$ cat src/vic_pkg.sv
/*
  Package of the vectored interrupt controller: register offsets, field
  positions, reset values and the acknowledge states.
  Assumes an APB slave with 32-bit data and word-aligned registers.
*/
package vic_pkg;
  localparam int unsigned NUM_SOURCES = 20;
  localparam int unsigned NUM_SER     = 8;
  localparam int unsigned NUM_DMA     = 8;
  localparam int unsigned NUM_TMR     = 4;
  localparam int unsigned RESET_MIN_CYCLES = 6;

  // Register byte offsets
  localparam logic [7:0] OFS_FLAGS_A  = 8'h00;
  localparam logic [7:0] OFS_FLAGS_B  = 8'h04;
  localparam logic [7:0] OFS_FLAGS_C  = 8'h08;
  localparam logic [7:0] OFS_MASK_A   = 8'h0c;
  localparam logic [7:0] OFS_MASK_B   = 8'h10;
  localparam logic [7:0] OFS_MASK_C   = 8'h14;
  localparam logic [7:0] OFS_CTRL     = 8'h18;
  localparam logic [7:0] OFS_PLAIN_V  = 8'h1c;
  localparam logic [7:0] OFS_CODED_V  = 8'h20;

  // Control register fields and the coded vector upper-bit position
  localparam int unsigned CTRL_ACK0_POS  = 0;
  localparam int unsigned CTRL_ACK1_POS  = 1;
  localparam int unsigned CTRL_VSEL_POS  = 2;
  localparam int unsigned CTRL_SWAP_POS  = 3;
  localparam int unsigned CODE_HI_POS    = 6;

  // Reset values
  localparam logic [3:0] CTRL_RST    = 4'h0;
  localparam logic [7:0] VECTOR_RST  = 8'h00;
  localparam logic [1:0] CODE_HI_RST = 2'h0;
  localparam logic [7:0] MASK_RST    = 8'h00;

  // Acknowledge styles
  localparam logic [1:0] ACK_NONE   = 2'h0;
  localparam logic [1:0] ACK_SINGLE = 2'h1;
  localparam logic [1:0] ACK_DOUBLE = 2'h2;

  // Source code offsets
  localparam logic [5:0] CODE_SER_BASE = 6'h00;
  localparam logic [5:0] CODE_DMA_BASE = 6'h10;
  localparam logic [5:0] CODE_TMR_BASE = 6'h20;

  typedef enum logic [1:0] {
    ACK_IDLE   = 2'b00,
    ACK_FIRST  = 2'b01,
    ACK_WAIT2  = 2'b10,
    ACK_SECOND = 2'b11
  } vic_ack_state_type;
endpackage

$ cat src/vic_ctrl.sv
/*
  Vectored interrupt controller: 20 sticky source flags in three groups,
  masks, active-low request, acknowledge cycle with a vector, APB registers.
  Assumes source event pulses and the ack strobe come from outside the
  clock domain and are synchronised here; APB is on i_clk_sys.
*/
// Our own choices: register access over APB and the register addresses.
// Function
// - Twenty sticky source flags sit in three status registers: serial, DMA and timer.
// - Three mask registers gate each flag individually from the request.
// - Any active enabled flag drives the active-low request output.
// - A host acknowledge starts an acknowledge cycle that places a vector per the control bits.
// - Two control bits pick non, single or double acknowledge style.
// - In non style no vector is driven on acknowledge.
// - In single style the vector is driven during the first acknowledge.
// - In double style the first acknowledge drives nothing and the second drives the vector.
// - A control bit selects the plain or the coded vector register.
// - The plain vector register outputs the written value unchanged.
// - The coded vector has software upper two bits and a hardware source code in the low six.
// - With several enabled sources active the code names the highest priority one.
// - A control bit swaps serial and DMA priority.
// - Reset held for at least six clocks resets the whole controller.
`timescale 1ns/1ns
module vic_ctrl
  import vic_pkg::*;
(
  input  wire logic                   i_clk_sys,
  input  wire logic                   i_reset,
  input  wire logic [NUM_SOURCES-1:0] i_src_event,
  input  wire logic                   i_irq_ack_n,
  input  wire logic                   i_psel,
  input  wire logic                   i_penable,
  input  wire logic                   i_pwrite,
  input  wire logic [7:0]             i_paddr,
  input  wire logic [31:0]            i_pwdata,
  output logic      [31:0]            o_prdata,
  output logic                        o_pready,
  output logic                        o_pslverr,
  output logic                        o_irq_n,
  output logic      [7:0]             o_vector,
  output logic                        o_vector_oe
);

  // ************************************************************
  // Input synchronisers
  // ************************************************************
  // Three stages; a change counts once stages two and three agree
  logic [NUM_SOURCES-1:0] src_s1_r, src_s2_r, src_s3_r, src_lvl_r;
  logic [2:0]             ack_sync_r;
  logic                   ack_lvl_r, ack_prev_r;

  always_ff @(posedge i_clk_sys) begin
    if (i_reset) begin
      src_s1_r   <= '0;
      src_s2_r   <= '0;
      src_s3_r   <= '0;
      ack_sync_r <= 3'h7;
    end else begin
      src_s1_r   <= i_src_event;
      src_s2_r   <= src_s1_r;
      src_s3_r   <= src_s2_r;
      ack_sync_r <= {ack_sync_r[1:0], i_irq_ack_n};
    end
  end

  // Per source: the level follows stage three only while two and three agree
  wire [NUM_SOURCES-1:0] src_lvl_nxt;
  genvar gi;
  generate
    for (gi = 0; gi < NUM_SOURCES; gi++) begin : g_lvl
      assign src_lvl_nxt[gi] = (src_s2_r[gi] == src_s3_r[gi]) ? src_s3_r[gi] : src_lvl_r[gi];
    end
  endgenerate

  always_ff @(posedge i_clk_sys) begin
    if (i_reset) begin
      src_lvl_r <= '0;
    end else begin
      src_lvl_r <= src_lvl_nxt;
    end
  end

  always_ff @(posedge i_clk_sys) begin
    if (i_reset) begin
      ack_lvl_r  <= 1'b1;
      ack_prev_r <= 1'b1;
    end else begin
      if (ack_sync_r[1] == ack_sync_r[2]) begin
        ack_lvl_r <= ack_sync_r[2];
      end
      ack_prev_r <= ack_lvl_r;
    end
  end

  // Rise is seen one cycle before the level takes it, so it pulses once
  wire [NUM_SOURCES-1:0] src_rise  = ~src_lvl_r & src_s2_r & src_s3_r;
  wire                   ack_fall  = ~ack_lvl_r & ack_prev_r;
  wire                   ack_rise  = ack_lvl_r & ~ack_prev_r;

  // ************************************************************
  // APB decode
  // ************************************************************
  wire apb_wr   = i_psel & i_penable & i_pwrite;
  wire hit_fa   = (i_paddr == OFS_FLAGS_A);
  wire hit_fb   = (i_paddr == OFS_FLAGS_B);
  wire hit_fc   = (i_paddr == OFS_FLAGS_C);
  wire hit_ma   = (i_paddr == OFS_MASK_A);
  wire hit_mb   = (i_paddr == OFS_MASK_B);
  wire hit_mc   = (i_paddr == OFS_MASK_C);
  wire hit_ctl  = (i_paddr == OFS_CTRL);
  wire hit_pv   = (i_paddr == OFS_PLAIN_V);
  wire hit_cv   = (i_paddr == OFS_CODED_V);
  wire hit_any  = hit_fa | hit_fb | hit_fc | hit_ma | hit_mb | hit_mc | hit_ctl
                  | hit_pv | hit_cv;

  // ************************************************************
  // Flags and masks
  // ************************************************************
  logic [NUM_SOURCES-1:0] flags_r, mask_r;
  logic [3:0]             ctrl_r;
  logic [7:0]             plain_vec_r;
  logic [1:0]             code_hi_r;

  // Write-one-to-clear per group; serial 0-7, DMA 8-15, timer 16-19
  wire [NUM_SOURCES-1:0] w1c = {i_pwdata[NUM_TMR-1:0] & {NUM_TMR{apb_wr & hit_fc}},
                                i_pwdata[7:0] & {NUM_DMA{apb_wr & hit_fb}},
                                i_pwdata[7:0] & {NUM_SER{apb_wr & hit_fa}}};
  // Set wins over a clear in the same cycle
  wire [NUM_SOURCES-1:0] flags_nxt = (flags_r & ~w1c) | src_rise;

  always_ff @(posedge i_clk_sys) begin
    if (i_reset) begin
      flags_r     <= '0;
      mask_r      <= '0;
      ctrl_r      <= CTRL_RST;
      plain_vec_r <= VECTOR_RST;
      code_hi_r   <= CODE_HI_RST;
    end else begin
      flags_r <= flags_nxt;
      if (apb_wr & hit_ma) mask_r[7:0]   <= i_pwdata[7:0];
      if (apb_wr & hit_mb) mask_r[15:8]  <= i_pwdata[7:0];
      if (apb_wr & hit_mc) mask_r[19:16] <= i_pwdata[NUM_TMR-1:0];
      if (apb_wr & hit_ctl) ctrl_r <= i_pwdata[3:0];
      if (apb_wr & hit_pv) plain_vec_r <= i_pwdata[7:0];
      if (apb_wr & hit_cv) code_hi_r <= i_pwdata[7:CODE_HI_POS];
    end
  end

  wire [NUM_SOURCES-1:0] pend = flags_r & mask_r;
  wire                   any_pend = |pend;

  // ************************************************************
  // Priority encoder
  // ************************************************************
  // Lower index wins inside a group; timers always rank last
  function automatic logic [3:0] low_idx(input logic [7:0] v);
    logic [3:0] r;
    r = 4'h8;
    for (int k = 7; k >= 0; k--) begin
      if (v[k]) r = k[3:0];
    end
    return r;
  endfunction

  wire [3:0] ser_idx = low_idx(pend[7:0]);
  wire [3:0] dma_idx = low_idx(pend[15:8]);
  wire [3:0] tmr_idx = low_idx({4'h0, pend[19:16]});
  wire       swap    = ctrl_r[CTRL_SWAP_POS];
  wire [5:0] ser_code = CODE_SER_BASE | {3'h0, ser_idx[2:0]};
  wire [5:0] dma_code = CODE_DMA_BASE | {3'h0, dma_idx[2:0]};
  wire [5:0] tmr_code = CODE_TMR_BASE | {3'h0, tmr_idx[2:0]};
  wire [5:0] first_code  = swap ? dma_code : ser_code;
  wire       first_hit   = swap ? ~dma_idx[3] : ~ser_idx[3];
  wire [5:0] second_code = swap ? ser_code : dma_code;
  wire       second_hit  = swap ? ~ser_idx[3] : ~dma_idx[3];
  wire [5:0] src_code = first_hit ? first_code :
                        second_hit ? second_code :
                        ~tmr_idx[3] ? tmr_code : 6'h00;
  wire [7:0] coded_vec = {code_hi_r, src_code};

  // ************************************************************
  // Acknowledge cycle
  // ************************************************************
  vic_ack_state_type ack_st_r, ack_st_nxt;
  logic [7:0]        vec_hold_r;
  wire [1:0] style    = {ctrl_r[CTRL_ACK1_POS], ctrl_r[CTRL_ACK0_POS]};
  wire [7:0] vec_sel  = ctrl_r[CTRL_VSEL_POS] ? coded_vec : plain_vec_r;

  always_comb begin
    ack_st_nxt = ack_st_r;
    case (ack_st_r)
      ACK_IDLE: begin
        if (ack_fall) begin
          if (style == ACK_SINGLE) ack_st_nxt = ACK_FIRST;
          else if (style == ACK_DOUBLE) ack_st_nxt = ACK_WAIT2;
          else ack_st_nxt = ACK_IDLE;
        end
      end
      ACK_FIRST:  if (ack_rise) ack_st_nxt = ACK_IDLE;
      ACK_WAIT2:  if (ack_fall) ack_st_nxt = ACK_SECOND;
      ACK_SECOND: if (ack_rise) ack_st_nxt = ACK_IDLE;
      default:    ack_st_nxt = ACK_IDLE;
    endcase
  end

  always_ff @(posedge i_clk_sys) begin
    if (i_reset) begin
      ack_st_r   <= ACK_IDLE;
      vec_hold_r <= VECTOR_RST;
    end else begin
      ack_st_r <= ack_st_nxt;
      // Vector is frozen at the driving strobe so it stays stable
      if (ack_st_nxt == ACK_FIRST || ack_st_nxt == ACK_SECOND) begin
        if (ack_st_r != ack_st_nxt) vec_hold_r <= vec_sel;
      end
    end
  end

  assign o_vector    = vec_hold_r;
  assign o_vector_oe = (ack_st_r == ACK_FIRST) | (ack_st_r == ACK_SECOND);
  assign o_irq_n     = ~any_pend;

  // ************************************************************
  // APB read
  // ************************************************************
  wire [31:0] rd_mux =
      hit_fa  ? {24'h0, flags_r[7:0]} :
      hit_fb  ? {24'h0, flags_r[15:8]} :
      hit_fc  ? {28'h0, flags_r[19:16]} :
      hit_ma  ? {24'h0, mask_r[7:0]} :
      hit_mb  ? {24'h0, mask_r[15:8]} :
      hit_mc  ? {28'h0, mask_r[19:16]} :
      hit_ctl ? {28'h0, ctrl_r} :
      hit_pv  ? {24'h0, plain_vec_r} :
      hit_cv  ? {24'h0, coded_vec} : 32'h0;

  // Read data is taken at the end of setup, so the access phase sees a flop
  logic [31:0] prdata_r;
  wire         apb_setup_rd = i_psel & ~i_penable & ~i_pwrite;

  always_ff @(posedge i_clk_sys) begin
    if (i_reset) begin
      prdata_r <= 32'h0;
    end else begin
      prdata_r <= apb_setup_rd ? rd_mux : 32'h0;
    end
  end

  assign o_prdata  = prdata_r;
  assign o_pready  = 1'b1;
  assign o_pslverr = i_psel & i_penable & ~hit_any;

  // ************************************************************
  // Checks
  // ************************************************************
  a_irq_follows_pend: assert property (
    @(posedge i_clk_sys) disable iff (i_reset)
    o_irq_n == ~|(flags_r & mask_r)) else $error("irq level wrong");
  // A mask write may legally drop the request, so it is left out here
  a_irq_holds: assert property (
    @(posedge i_clk_sys) disable iff (i_reset)
    (any_pend && w1c == '0 && !(apb_wr && (hit_ma | hit_mb | hit_mc))) |=> !o_irq_n)
    else $error("irq dropped");
  a_mask_blocks: assert property (
    @(posedge i_clk_sys) disable iff (i_reset)
    (mask_r == '0) |-> o_irq_n) else $error("masked flag asserted irq");
  a_flag_sticky: assert property (
    @(posedge i_clk_sys) disable iff (i_reset)
    (flags_r[2] && !w1c[2]) |=> flags_r[2]) else $error("flag lost");
  a_none_no_drive: assert property (
    @(posedge i_clk_sys) disable iff (i_reset)
    (ack_st_r == ACK_IDLE && style == ACK_NONE && ack_fall) |=> !o_vector_oe)
    else $error("vector driven in non style");
  a_single_drives: assert property (
    @(posedge i_clk_sys) disable iff (i_reset)
    (ack_st_r == ACK_IDLE && style == ACK_SINGLE && ack_fall) |=> o_vector_oe)
    else $error("single ack missing vector");
  a_single_release: assert property (
    @(posedge i_clk_sys) disable iff (i_reset)
    (ack_st_r == ACK_FIRST && ack_rise) |=> !o_vector_oe)
    else $error("vector held after ack release");
  a_double_first: assert property (
    @(posedge i_clk_sys) disable iff (i_reset)
    (ack_st_r == ACK_IDLE && style == ACK_DOUBLE && ack_fall) |=> !o_vector_oe)
    else $error("double ack drove on first");
  a_double_second: assert property (
    @(posedge i_clk_sys) disable iff (i_reset)
    (ack_st_r == ACK_WAIT2 && ack_fall) |=> o_vector_oe)
    else $error("double ack missing vector on second");
  a_vector_steady: assert property (
    @(posedge i_clk_sys) disable iff (i_reset)
    (o_vector_oe && $past(o_vector_oe)) |-> $stable(o_vector))
    else $error("vector changed while driven");
  a_plain_vector: assert property (
    @(posedge i_clk_sys) disable iff (i_reset)
    (ack_st_r == ACK_IDLE && style == ACK_SINGLE && ack_fall && !ctrl_r[CTRL_VSEL_POS])
    |=> o_vector == $past(plain_vec_r)) else $error("plain vector wrong");
  a_coded_vector: assert property (
    @(posedge i_clk_sys) disable iff (i_reset)
    (ack_st_r == ACK_WAIT2 && ack_fall && ctrl_r[CTRL_VSEL_POS])
    |=> o_vector == $past(coded_vec)) else $error("coded vector not selected");
  a_coded_hi: assert property (
    @(posedge i_clk_sys) disable iff (i_reset)
    (apb_wr && hit_cv) |=> coded_vec[7:6] == $past(i_pwdata[7:6]))
    else $error("coded upper bits wrong");
  a_serial_wins: assert property (
    @(posedge i_clk_sys) disable iff (i_reset)
    (!swap && (|pend[7:0])) |-> (src_code & 6'h30) == CODE_SER_BASE)
    else $error("serial source not ranked first");
  a_swap_order: assert property (
    @(posedge i_clk_sys) disable iff (i_reset)
    (pend[5] && pend[11])
    |-> src_code == (swap ? (CODE_DMA_BASE | 6'h03) : (CODE_SER_BASE | 6'h05)))
    else $error("priority order wrong");
  a_reset_quiet: assert property (
    @(posedge i_clk_sys)
    i_reset |=> (o_irq_n && !o_vector_oe)) else $error("outputs active after reset");

endmodule // vic_ctrl

$ cat config.mk
export PLATFORM = sky130hd
export DESIGN_NAME = vic_ctrl
export DESIGN_NICKNAME = d
export VERILOG_FILES = /design/src/vic_pkg.sv /design/src/vic_ctrl.sv
export SDC_FILE = /design/constraint.sdc
export NUM_CORES = 1
export LEC_CHECK = 0
export ABC_AREA = 0
export BUFFER_PORTS_ARGS = -buffer_cell sky130_fd_sc_hd__buf_2
export CAP_MARGIN = 30
export CORE_MARGIN = 4
export CORE_UTILIZATION = 56
export DETAILED_ROUTE_END_ITERATION = 10
export GPL_TIMING_DRIVEN = 0
export HOLD_SLACK_MARGIN = 0.12
export PLACE_DENSITY = 0.8
export SYNTH_ARGS = -nofsm -noshare
export SYNTH_HDL_FRONTEND = slang
export SYNTH_SLANG_ARGS = --single-unit
$ cat constraint.sdc
create_clock -name i_clk_sys -period 2.2 [get_ports i_clk_sys]
set_input_delay 0.22 -clock i_clk_sys [delete_from_list [all_inputs] [get_ports i_clk_sys]]
set_output_delay 0.22 -clock i_clk_sys [all_outputs]
set_load 0.02 [all_outputs]
# Word level (Yosys, flattened, before mapping)
# Cells that the tools add are included.
dict set report classes {
  n_eq_ne 37
  reduce_logical 8
  muxes 43
  n_bitwise 44
}
# operator n
set ops {}
lappend ops {{$and A20 B20 Y20} 4}
lappend ops {{$mux W4} 20}
lappend ops {{$mux W8} 10}
lappend ops {{$not A20 Y20} 2}
lappend ops {{$eq A8 B5 Y1 const B} 4}
lappend ops {{$eq A1 B1 Y1} 21}
lappend ops {{$or A20 B20 Y20} 1}
lappend ops {{$reduce_or A20 Y1} 1}
lappend ops {{$mux W6} 3}
lappend ops {{$and A1 B1 Y1} 16}
lappend ops {{$and A8 B8 Y8} 2}
lappend ops {{$eq A8 B4 Y1 const B} 2}
lappend ops {{$mux W2} 5}
lappend ops {{$mux W5} 2}
lappend ops {{$reduce_or A10 Y1} 1}
lappend ops {{$not A1 Y1} 9}
lappend ops {{$or A1 B1 Y1} 9}
lappend ops {{$eq A2 B2 Y1 const B} 4}
lappend ops {{$eq A8 B3 Y1 const B} 1}
lappend ops {{$eq A8 B6 Y1 const B} 1}
lappend ops {{$logic_not A8 Y1} 1}
lappend ops {{$eq A2 B1 Y1 const B} 3}
lappend ops {{$pmux W2 S3} 1}
lappend ops {{$and A4 B4 Y4} 1}
lappend ops {{6 further kinds} 8}
dict set report totals {
  in_bits 66
  wordCells 169
  out_inout_bits 44
  ff_bits 181
}

# Longest topological paths before layout
# Gate-level depths: netlist of the first run.
dict set report logic_depth {
  depth_word 22
  mapped_depth 8
  mapped_depth_nobuf 6
}

# Worst setup path after synthesis of the first run
# OpenSTA, ideal clock, no wires.
dict set report synth_path {
  path_type {input-to-reg}
  startpoint {in i_paddr[1]}
  endpoint {reg mask_r[19]}
  path_buffers 1
  t_arrival_ps 1679
  t_required_ps 2072
  setup_ps 128
  path_stages 7
  path_slack_ps 394
  path_cell_list {or4_4 -> buf_6 -> nor2_8 -> nand3_4 -> nor3b_4 -> mux2i_1 -> nor2_1}
}
dict set report synth_via {
  elab_chain_len 2
}
# item line_no
set synth_lines {}
lappend synth_lines {{start: declaration} vic_ctrl.sv:34} ;# input wire logic [7:0] i_paddr,
lappend synth_lines {{$eq A8 B5 Y1} vic_ctrl.sv:109} ;# wire hit_mc = (i_paddr == OFS_MASK_C);
lappend synth_lines {{$and A1 B1 Y1} vic_ctrl.sv:142} ;# if (apb_wr & hit_mc) mask_r[19:16] <= i_pwdata[NUM_TMR-1:0];
lappend synth_lines {{end signal: assignment} vic_ctrl.sv:142}
lappend synth_lines {{end: declaration} vic_ctrl.sv:119} ;# logic [NUM_SOURCES-1:0] flags_r, mask_r;
# No other way between the ends.
# A chain may end at the register's enable or synchronous reset.

# Worst setup path in the final report of the first run
dict set report layout_path {
  startpoint {reg mask_r[3]}
  endpoint {out o_irq_n}
}
dict set report layout_via {
  elab_chain_len 3
}
# item line_no
set layout_lines {}
lappend layout_lines {{start signal: assignment} vic_ctrl.sv:140} ;# if (apb_wr & hit_ma) mask_r[7:0] <= i_pwdata[7:0];
lappend layout_lines {{$and A20 B20 Y20} vic_ctrl.sv:149} ;# wire [NUM_SOURCES-1:0] pend = flags_r & mask_r;
lappend layout_lines {{$reduce_or A20 Y1} vic_ctrl.sv:150} ;# wire any_pend = |pend;
lappend layout_lines {{$not A1 Y1} vic_ctrl.sv:221} ;# assign o_irq_n = ~any_pend;
lappend layout_lines {{end: declaration} vic_ctrl.sv:39} ;# output logic o_irq_n,
# No other way between the ends.

==> results of run 1 <==
[critical path: stages, from the launching register on]
cell     delay (ns)
dfxtp_2        0.35
a22o_4         0.29
nor4_4         0.32
nand4_1        0.20
nor2b_1        0.16
buf_4          0.15
[placed cells by master, fill, tap and decap left out, types with 3 or more instances in the layout]
cell type and n:
dlygate4sd3_1 29, dfxtp_1 150, a21oi_1 89, buf_4 31
a211oi_1 4, nor2_1 67, buf_2 60, and3_1 3
a31oi_1 4, clkbuf_8 4, mux2i_1 14, a22o_1 3
clkbuf_16 17, nor3_1 3, nand3b_1 17, dfxtp_2 7
a32oi_1 3, nand2_1 78, nand4_1 3, nand3_1 11
mux4_2 4, or2_2 4, nor2b_1 64, inv_1 14
o211ai_1 5, a22oi_1 4, conb_1 25, clkinv_4 3
nand2b_1 4, clkbuf_1 30, o21ai_0 62
[power groups by stage]
stage / Combinational (uW) / Sequential, uW / Clock (uW)
after floorplan: 216 / 2980 / 0
after global placement: 318 / 2980 / 0
after detailed placement: 321 / 2990 / 0
after CTS: 362 / 2920 / 2830
after global routing: 400 / 2930 / 2950
final: 372 / 2930 / 2820
[layout make-up]
class | instances | area [um^2]
Timing Repair Buffer | 90 | 611
Buffer | 61 | 337
Inverter | 14 | 52.6
Fill cell | 842 | 3150
Clock inverter | 8 | 82.6
Tap cell | 140 | 175
Sequential cell | 157 | 3150
Multi-Input combinational cell | 511 | 2930
Clock buffer | 23 | 488
[flip-flops by register name (all words and copies together) (netlist names), 3 cells and up]
name and flops:
src_s2_r 20, o_vector 8, ack_sync_r 3, src_lvl_r 20
plain_vec_r 8, ctrl_r 4, src_s1_r 20, mask_r 20
src_s3_r 20, flags_r 20, o_prdata 8
[path summary, 6_finish.rpt]
check	endpoint	slack, ns	depth (start not counted)	start
worst min-delay path	o_prdata[4]	0.14	4	i_pwrite
worst min register to register	ack_sync_r[1]	0.42	1	ack_sync_r[0]
worst max-delay path	o_irq_n	0.09	5	mask_r[3]
worst max register to register	o_vector[0]	0.09	7	mask_r[3]
[logic make-up after synthesis]
group	count (synthesis)	synth area share
AOI/OAI and AO/OA	192	0.171
buffers and inverters	75	0.0613
other	2	0.00118
xor gates and xnor gates	1	0.00138
DFF	157	0.495
and+or+nand+nor	273	0.230
muxes	20	0.0398
[what timing repair did]
action | 4_1_cts | 5_1_grt
gates resized for setup | 1 | 13
gates cloned | 0 | 0
hold buffers | 29 | 0
setup buffers | 1 | 4
setup endpoints to repair | 3 | 8
pin swaps | 1 | 4
hold endpoints to repair | 35 | 0
[stage by stage]
stage / hold WS [ns] / area (um^2)
finish: 0.136 / 7830
global route: 0.188 / 7830
CTS: 0.136 / 7770
detailed placement: 0.404 / 6890
global placement: 0.397 / 6890
floorplan: 0.324 / 6430
[metal layers]
layer	track usage	routed length (um)	vias to the layer above
li1	-	-	2701
met5	0	0	-
met2	0.472	8790	224
met4	0.121	593	0
met1	0.349	7530	2697
met3	0.0597	1330	47
==> results.sh, run 1 <==
export IMPL_track_usage=0.281
export IMPL_drive_gt1_frac=0.177
export IMPL_synth_top_area_frac=0.495
export IMPL_fin_util=0.713
export IMPL_portBuffers=56
export IMPL_fp_dieArea_um2=13100
export IMPL_cts_buffers=17
export IMPL_setup_tns_ns=0
export IMPL_overflow=0
export IMPL_synth_edf_count=0
export IMPL_clock_latency_ns=0.42
export IMPL_place_hpwl_um=12900
export IMPL_grt_pass1_vias=5348
export IMPL_fin_crit_sh=0.959
export IMPL_crit_required_ns=1.98
export IMPL_first_iter_violations=543
export IMPL_drt_wirelength_per_cell_um=18.2
export IMPL_start_kind="register"
export IMPL_drv_cap=0
export IMPL_pre_cts_ws_ns=0.000502
export IMPL_p_leak_uw=0.00306
export IMPL_p_sw_frac=0.229
export IMPL_routabilityCongestion=0.996
export IMPL_power_density_nw_per_um2=782
export IMPL_ant_nets=0
export IMPL_p_seq_frac=0.478
export IMPL_min_period_ns=2.11
export IMPL_viasPerCell=5.65
export IMPL_clkSinkCount=157
export IMPL_drv_slew=0
export IMPL_worstMarginPinSlew_ns=0.659
export IMPL_io_pins=110
export IMPL_synth_area_leaders="dfxtp_1 (50%), a21oi_1 (7.0%), nor2b_1 (6.3%)"
export IMPL_intPower_uw=4720
export IMPL_synth_avg_cell_area_um2=8.82
export IMPL_placedCellCount=939
export IMPL_via_count=5669
export IMPL_syn_cell_area_um2=6350
export IMPL_hold_viol=0
export IMPL_outcome="complete, no violations"
export IMPL_worstPathMaxFanout=4
export IMPL_fin_cells=1004
export IMPL_drc=0
export IMPL_finClkSkew_ns=0.00699
export IMPL_start_util=0.578
export IMPL_comb_power_share=0.061
export IMPL_grt_pass1_wl_um=27900
export IMPL_hp_class="in -> reg"
export IMPL_synth_common_cells="dfxtp_1 (157), a21oi_1 (89), nand2_1 (78)"
export IMPL_synth_seq_cells=157
export IMPL_antenna_found_initial=0
export IMPL_seq_area_frac_synth=0.495
export IMPL_cts_root_buf="clkbuf_16"
export IMPL_yosys_warnings=0
export IMPL_grt_max_degree=17
export IMPL_routed_wl_um=18200
export IMPL_ys_types=57
export IMPL_die_h_um=114
export IMPL_clockBufferDepth=2
export IMPL_fmax_mhz=474
export IMPL_num_rows=38
export IMPL_power_switching_uw=1400
export IMPL_nNetsFinal=918
export IMPL_worst_slew_margin_rel=0.561
export IMPL_synthFlopType="dfxtp_1"
export IMPL_setup_viol=0
export IMPL_pwr_share_clk=0.461
export IMPL_die_width_um=114
export IMPL_path_clk_slew_ns=0.06
export IMPL_diodes=0
export IMPL_core_um2=11000
export IMPL_netlist_top_cell_by_area="dfxtp_1"
export IMPL_cts_max_level=4
export IMPL_ir_drop_v=0.000745
export IMPL_crit_path_end_kind="output pin"
export IMPL_first_pass_iters=5
export IMPL_rsz0062_at_grt="yes"
export IMPL_cts_tree="built"
export IMPL_synthCells=720
export IMPL_synthToLayoutAreaGrowth_pct=23.4
export IMPL_totalPowerFinal_uw=6120
export IMPL_async_flop_share=0
export IMPL_fin_ws_ns=0.0893
export IMPL_yosysMostFrequentCell="dfxtp_1"
export IMPL_critPathKind="reg -> out"
export IMPL_worstPathArrival_ns=1.89
Power figures use the tool's default switching activity.
==> inputs of run 2 (changes only) <==
BUFFER_PORTS_ARGS = -buffer_cell sky130_fd_sc_hd__buf_4   (was -buffer_cell sky130_fd_sc_hd__buf_2)
==> results.sh, run 2 (same netlist as run 1, synthesis figures left out) <==
export IMPL_cts_root_buf="clkbuf_16"
export IMPL_drc=0
export IMPL_overflow=0
export IMPL_regArea_um2=3140
export IMPL_p_sw_frac=0.233
export IMPL_nNetsFinal=915
export IMPL_track_usage=0.306
export IMPL_diodes=0
export IMPL_fin_crit_sh=0.962
export IMPL_die_h_um=114
export IMPL_worstMarginPinSlew_ns=0.654
export IMPL_setup_viol=0
export IMPL_cts_max_level=4
export IMPL_multi_input_area_um2=2920
export IMPL_grt_max_degree=17
export IMPL_crit_required_ns=1.98
export IMPL_cts_tree="built"
export IMPL_finClkSkew_ns=0.0108
export IMPL_synthToLayoutAreaGrowth_pct=24.4
export IMPL_p_leak_uw=0.00304
export IMPL_place_area_um2=7030
export IMPL_die_width_um=114
export IMPL_first_pass_iters=5
export IMPL_power_density_nw_per_um2=768
export IMPL_clock_latency_ns=0.43
export IMPL_comb_power_share=0.066
export IMPL_routabilityCongestion=0.956
export IMPL_min_period_ns=2.12
export IMPL_drive_gt1_frac=0.161
export IMPL_cts_buffers=17
export IMPL_crit_path_end_kind="output pin"
export IMPL_intPower_uw=4650
export IMPL_pwr_share_clk=0.452
export IMPL_fin_ws_ns=0.0837
export IMPL_drv_slew=0
export IMPL_clockBufferDepth=2
export IMPL_core_um2=11000
export IMPL_antenna_found_initial=0
export IMPL_setup_tns_ns=0
export IMPL_clkSinkCount=157
export IMPL_fp_dieArea_um2=13100
export IMPL_start_kind="register"
export IMPL_drv_cap=0
export IMPL_layout_common_cells="dfxtp_1 (157), a21oi_1 (89), buf_4 (83), nand2_1 (78), nor2_1 (67)"
export IMPL_start_util=0.578
export IMPL_worstPathArrival_ns=1.90
export IMPL_viasPerCell=5.72
export IMPL_path_clk_slew_ns=0.06
export IMPL_fin_hold_ws_ns=0.132
export IMPL_pre_cts_ws_ns=-0.118
export IMPL_fmax_mhz=473
export IMPL_final_common_cell="dfxtp_1"
export IMPL_worstPathMaxFanout=4
export IMPL_rsz0062_at_grt="no"
export IMPL_place_hpwl_um=13400
export IMPL_routed_wl_um=19300
export IMPL_critPathKind="reg -> out"
export IMPL_final_cell_area_um2=7900
export IMPL_p_seq_frac=0.482
export IMPL_worst_slew_margin_rel=0.564
export IMPL_hold_viol=0
export IMPL_first_iter_violations=504
export IMPL_outcome="complete, no violations"
export IMPL_grt_pass1_wl_um=30500
export IMPL_portBuffers=56
export IMPL_grt_pass1_vias=5766
export IMPL_fin_util=0.719
export IMPL_io_pins=110
export IMPL_via_count=5732
export IMPL_n_fill_cell=781
export IMPL_ir_drop_v=0.000790
export IMPL_drt_wirelength_per_cell_um=19.3
export IMPL_hp_class="in -> reg"
export IMPL_ant_nets=0
export IMPL_power_switching_uw=1420
export IMPL_num_rows=38
run 2: changes by cell type in the layout (fill, tap and decap cells not counted), sizes merged:
cell / delta
clkbuf: -1
inv: +1
clkinv: -1
dlygate4sd3: +1
buf: -3
clkinvlp: +1
run 2: worst max-delay path, cell delays in order, from the launching register on:
cell and delay, ns:
dfxtp_1 0.36, a22o_1 0.31, nor4_4 0.31, nand4_1 0.17, nor2b_1 0.16, buf_4 0.15
run 2: layout make-up:
cell class,instances,share of cell area
buffer,60,0.0421
clock buffer,23,0.0580
clock inverter,9,0.0109
inverter,14,0.00665
multi-input combinational,511,0.369
sequential,157,0.398
tap,140,0.0222
timing repair buffer,88,0.0931
run 2: timing repair:
item / 4_1_cts / 5_1_grt
buffers inserted: 1 / 1
gates resized for setup: 1 / 1
hold buffers: 30 / 0
pin swaps: 1 / 1
cloned: 0 / 0
setup endpoints to repair: 2 / 21
hold endpoints to repair: 40 / 0
run 2: power groups by stage:
stage / logic [uW] / registers [uW] / clock network, uW
global route: 426 / 2930 / 2870
finish: 398 / 2930 / 2740
floorplan: 216 / 2980 / 0
detailed placement: 341 / 2990 / 0
global placement: 335 / 2980 / 0
CTS: 385 / 2920 / 2740
run 2: per-layer routing:
metal	routed length, um	share of wire	GRT usage
met5	0	0	0
met4	811	0.042	0.150
met3	1410	0.073	0.0692
met2	9520	0.49	0.529
met1	7600	0.39	0.357
run 2: worst paths after layout:
path | start | end | slack, ns | depth (start not counted)
max | flags_r[5] | o_irq_n | 0.08 | 5
min | i_penable | o_prdata[4] | 0.13 | 4
max reg2reg | flags_r[5] | o_vector[0] | 0.11 | 7
min reg2reg | ack_sync_r[0] | ack_sync_r[1] | 0.42 | 1
run 2: metrics by stage:
stage | instances | total power [uW]
final | 1002 | 6070
after floorplan | 743 | 3190
after global placement | 939 | 3320
after CTS | 1002 | 6050
after global routing | 1002 | 6220
after detailed placement | 939 | 3330
==> inputs of run 3 (changes only) <==
ABC_AREA = 1   (was 0)
CORE_UTILIZATION = 55   (was 56)
PLACE_DENSITY = 0.79   (was 0.8)
==> results.sh, run 3 <==
export IMPL_synth_common_cells="dfxtp_1 (157), inv_1 (118), a21oi_1 (102), nand2_1 (102), nor2_1 (98)"
export IMPL_worstPathMaxFanout=4
export IMPL_power_density_nw_per_um2=807
export IMPL_die_h_um=115
export IMPL_netlist_top_cell_by_area="dfxtp_1"
export IMPL_worst_path_buf_inv=1
export IMPL_n_fill_cell=872
export IMPL_worst_path_max_delay_cell="dfxtp_1"
export IMPL_p_leak_uw=0.00342
export IMPL_rr_startpoint="mask_r[6]"
export IMPL_clkSinkCount=157
export IMPL_synth_top_area_frac=0.500
export IMPL_finClkSkew_ns=0.00491
export IMPL_p_seq_frac=0.457
export IMPL_routabilityCongestion=0.958
export IMPL_drv_slew=0
export IMPL_overflow=0
export IMPL_clock_latency_ns=0.42
export IMPL_crit_path_start="mask_r[6]"
export IMPL_start_kind="register"
export IMPL_fp_dieArea_um2=13200
export IMPL_synthToLayoutAreaGrowth_pct=25.9
export IMPL_cpMostUsedCell="nand2_1"
export IMPL_fmax_mhz=504
export IMPL_track_usage=0.253
export IMPL_yosys_warnings=0
export IMPL_final_cell_area_um2=7910
export IMPL_synth_area_leaders="dfxtp_1 (50%), a21oi_1 (8.1%), inv_1 (7.1%)"
export IMPL_cts_tree="built"
export IMPL_layout_common_cells="dfxtp_1 (157), inv_1 (118), nand2_1 (102), a21oi_1 (102), nor2_1 (98)"
export IMPL_worstMarginPinSlew_ns=0.734
export IMPL_seq_area_frac_synth=0.500
export IMPL_crit_required_ns=1.98
export IMPL_cts_buffers=17
export IMPL_rr_worst_depth=13
export IMPL_die_width_um=115
export IMPL_first_pass_iters=6
export IMPL_via_count=5709
export IMPL_min_period_ns=1.98
export IMPL_ir_drop_v=0.000715
export IMPL_totalPowerFinal_uw=6380
export IMPL_start_util=0.570
export IMPL_ys_types=38
export IMPL_synthCells=815
export IMPL_drv_cap=0
export IMPL_hp_class="in -> reg"
export IMPL_grt_pass1_vias=5392
export IMPL_cts_resized=0
export IMPL_drive_gt1_frac=0.154
export IMPL_critPathTopFamily="simple AND/OR/NAND/NOR gates"
export IMPL_r2r_setup_slack_ns=0.28
export IMPL_core_um2=11000
export IMPL_crit_path_end_kind="output pin"
export IMPL_p_sw_frac=0.220
export IMPL_cts_root_buf="clkbuf_16"
export IMPL_cp_num_cells=6
export IMPL_multi_input_area_um2=2450
export IMPL_drc=0
export IMPL_setup_tns_ns=0
export IMPL_synthFlopType="dfxtp_1"
export IMPL_viasPerCell=5.20
export IMPL_place_hpwl_um=11200
export IMPL_num_rows=38
export IMPL_final_common_cell="dfxtp_1"
export IMPL_async_flop_share=0
export IMPL_comb_power_share=0.056
export IMPL_yosysMostFrequentCell="dfxtp_1"
export IMPL_cts_max_level=4
export IMPL_slowest_delay_ns=0.34
export IMPL_path_clk_slew_ns=0.06
export IMPL_critPathKind="reg -> out"
export IMPL_fin_crit_sh=0.901
export IMPL_hold_viol=0
export IMPL_synth_edf_count=0
export IMPL_first_iter_violations=540
export IMPL_path_cells="nand2_1 > nand2_1 > nor2_1 > nand2_1 > nor3_1 > buf_4"
export IMPL_drt_wirelength_per_cell_um=14.6
export IMPL_portBuffers=59
export IMPL_synth_seq_cells=157
export IMPL_holdPathStages=4
export IMPL_grt_pass1_wl_um=26000
export IMPL_intPower_uw=4980
export IMPL_io_pins=110
export IMPL_place_area_um2=6990
export IMPL_ant_nets=0
export IMPL_outcome="complete, no violations"
export IMPL_syn_cell_area_um2=6280
export IMPL_rr_endpoint="o_prdata[0]"
export IMPL_antenna_found_initial=0
export IMPL_worst_slew_margin_rel=0.510
export IMPL_rsz0062_at_grt="no"
export IMPL_nNetsFinal=1011
export IMPL_critPathCapture="o_irq_n"
export IMPL_pwr_share_clk=0.487
export IMPL_power_switching_uw=1400
export IMPL_grt_max_degree=17
export IMPL_worstPathArrival_ns=1.76
export IMPL_clockBufferDepth=2
export IMPL_synth_avg_cell_area_um2=7.71
export IMPL_diodes=0
export IMPL_routed_wl_um=16000
export IMPL_regArea_um2=3140
export IMPL_setup_viol=0
==> run 3: cell types whose count changed in the layout (fill, tap and decap cells not counted), moves of 5 or more <==
cell      before  now
a211oi_1       4   22
a21oi_1       89  102
a22o_1         5    0
clkbuf_1      32   19
inv_1         14  118
inv_2          0    7
mux2i_1       14    0
nand2_1       78  102
nand3_1       11   41
nand3b_1      17    0
nor2_1        67   98
nor2b_1       64    0
==> run 3: area by class of cell <==
type / instances / share of cell area
timing repair buffer: 88 / 0.0927
inverter: 129 / 0.0616
tap: 140 / 0.0222
sequential: 157 / 0.397
multi-input combinational: 504 / 0.310
clock buffer: 19 / 0.0560
buffer: 48 / 0.0367
clock inverter: 13 / 0.0237
==> run 3: cell families (layout without fill, tap and decap cells) <==
family | count (synthesis) | in the layout | synth area share
DFF | 157 | 157 | 0.500
buffers and inverters | 177 | 297 | 0.124
and+or+nand+nor | 272 | 272 | 0.194
other | 2 | 25 | 0.00120
AOI/OAI and AO/OA | 207 | 207 | 0.181
==> run 3: power groups by stage <==
stage	clock network [uW]	registers [uW]	logic (uW)
5_1_grt	3270	2920	391
6_report	3110	2920	355
3_5_place_dp	0	2980	305
3_3_place_gp	0	2980	300
2_1_floorplan	0	2970	195
4_1_cts	3130	2920	348
==> run 3: timing repair <==
| item | 4_1_cts | 5_1_grt |
|---|---|---|
| hold buffers | 29 | 0 |
| setup buffers | 0 | 0 |
| endpoints found under the hold margin | 38 | 0 |
| endpoints found under the setup margin | 0 | 0 |
==> run 3: worst reg2reg max path, cell delays in order, from the launching register on <==
cell and delay, ns:
dfxtp_1 0.38, nand2_1 0.11, nand2_1 0.11, nor2_1 0.08, nand2_1 0.14, nand2_1 0.14, a21oi_1 0.15, nand2_1 0.08
nand3_1 0.11, nand4_1 0.12, nor2_1 0.11, nand4_1 0.10, nand2_1 0.14, inv_1 0.06
==> run 3: worst min-delay path by stage <==
stage	to	slack, ns	start
2_1_floorplan	ack_sync_r[0]	0.32	i_irq_ack_n
3_3_place_gp	src_s2_r[3]	0.39	src_s1_r[3]
3_5_place_dp	src_s2_r[8]	0.39	src_s1_r[8]
4_1_cts	code_hi_r[0]	0.27	i_paddr[5]
5_1_grt	o_prdata[7]	0.30	i_paddr[4]
6_report	code_hi_r[0]	0.29	i_paddr[5]
==> run 3: stage by stage <==
step | utilization | worst slack, ns | instances | hold WS [ns]
6_report | 0.717 | 0.218 | 1098 | 0.285
5_1_grt | 0.717 | 0.0307 | 1098 | 0.303
4_1_cts | 0.717 | 0.231 | 1098 | 0.268
3_5_place_dp | 0.633 | 0.242 | 1037 | 0.392
3_3_place_gp | 0.633 | 0.257 | 1037 | 0.389
2_1_floorplan | - | 0.566 | 838 | 0.324
==> run 3: per-layer routing <==
| metal | vias to the layer above | share of wire | global-route usage |
|---|---|---|---|
| met3 | 40 | 0.081 | 0.0632 |
| met1 | 2592 | 0.42 | 0.326 |
| li1 | 2845 | - | - |
| met2 | 232 | 0.47 | 0.408 |
| met5 | - | 0 | 0 |
| met4 | 0 | 0.028 | 0.105 |
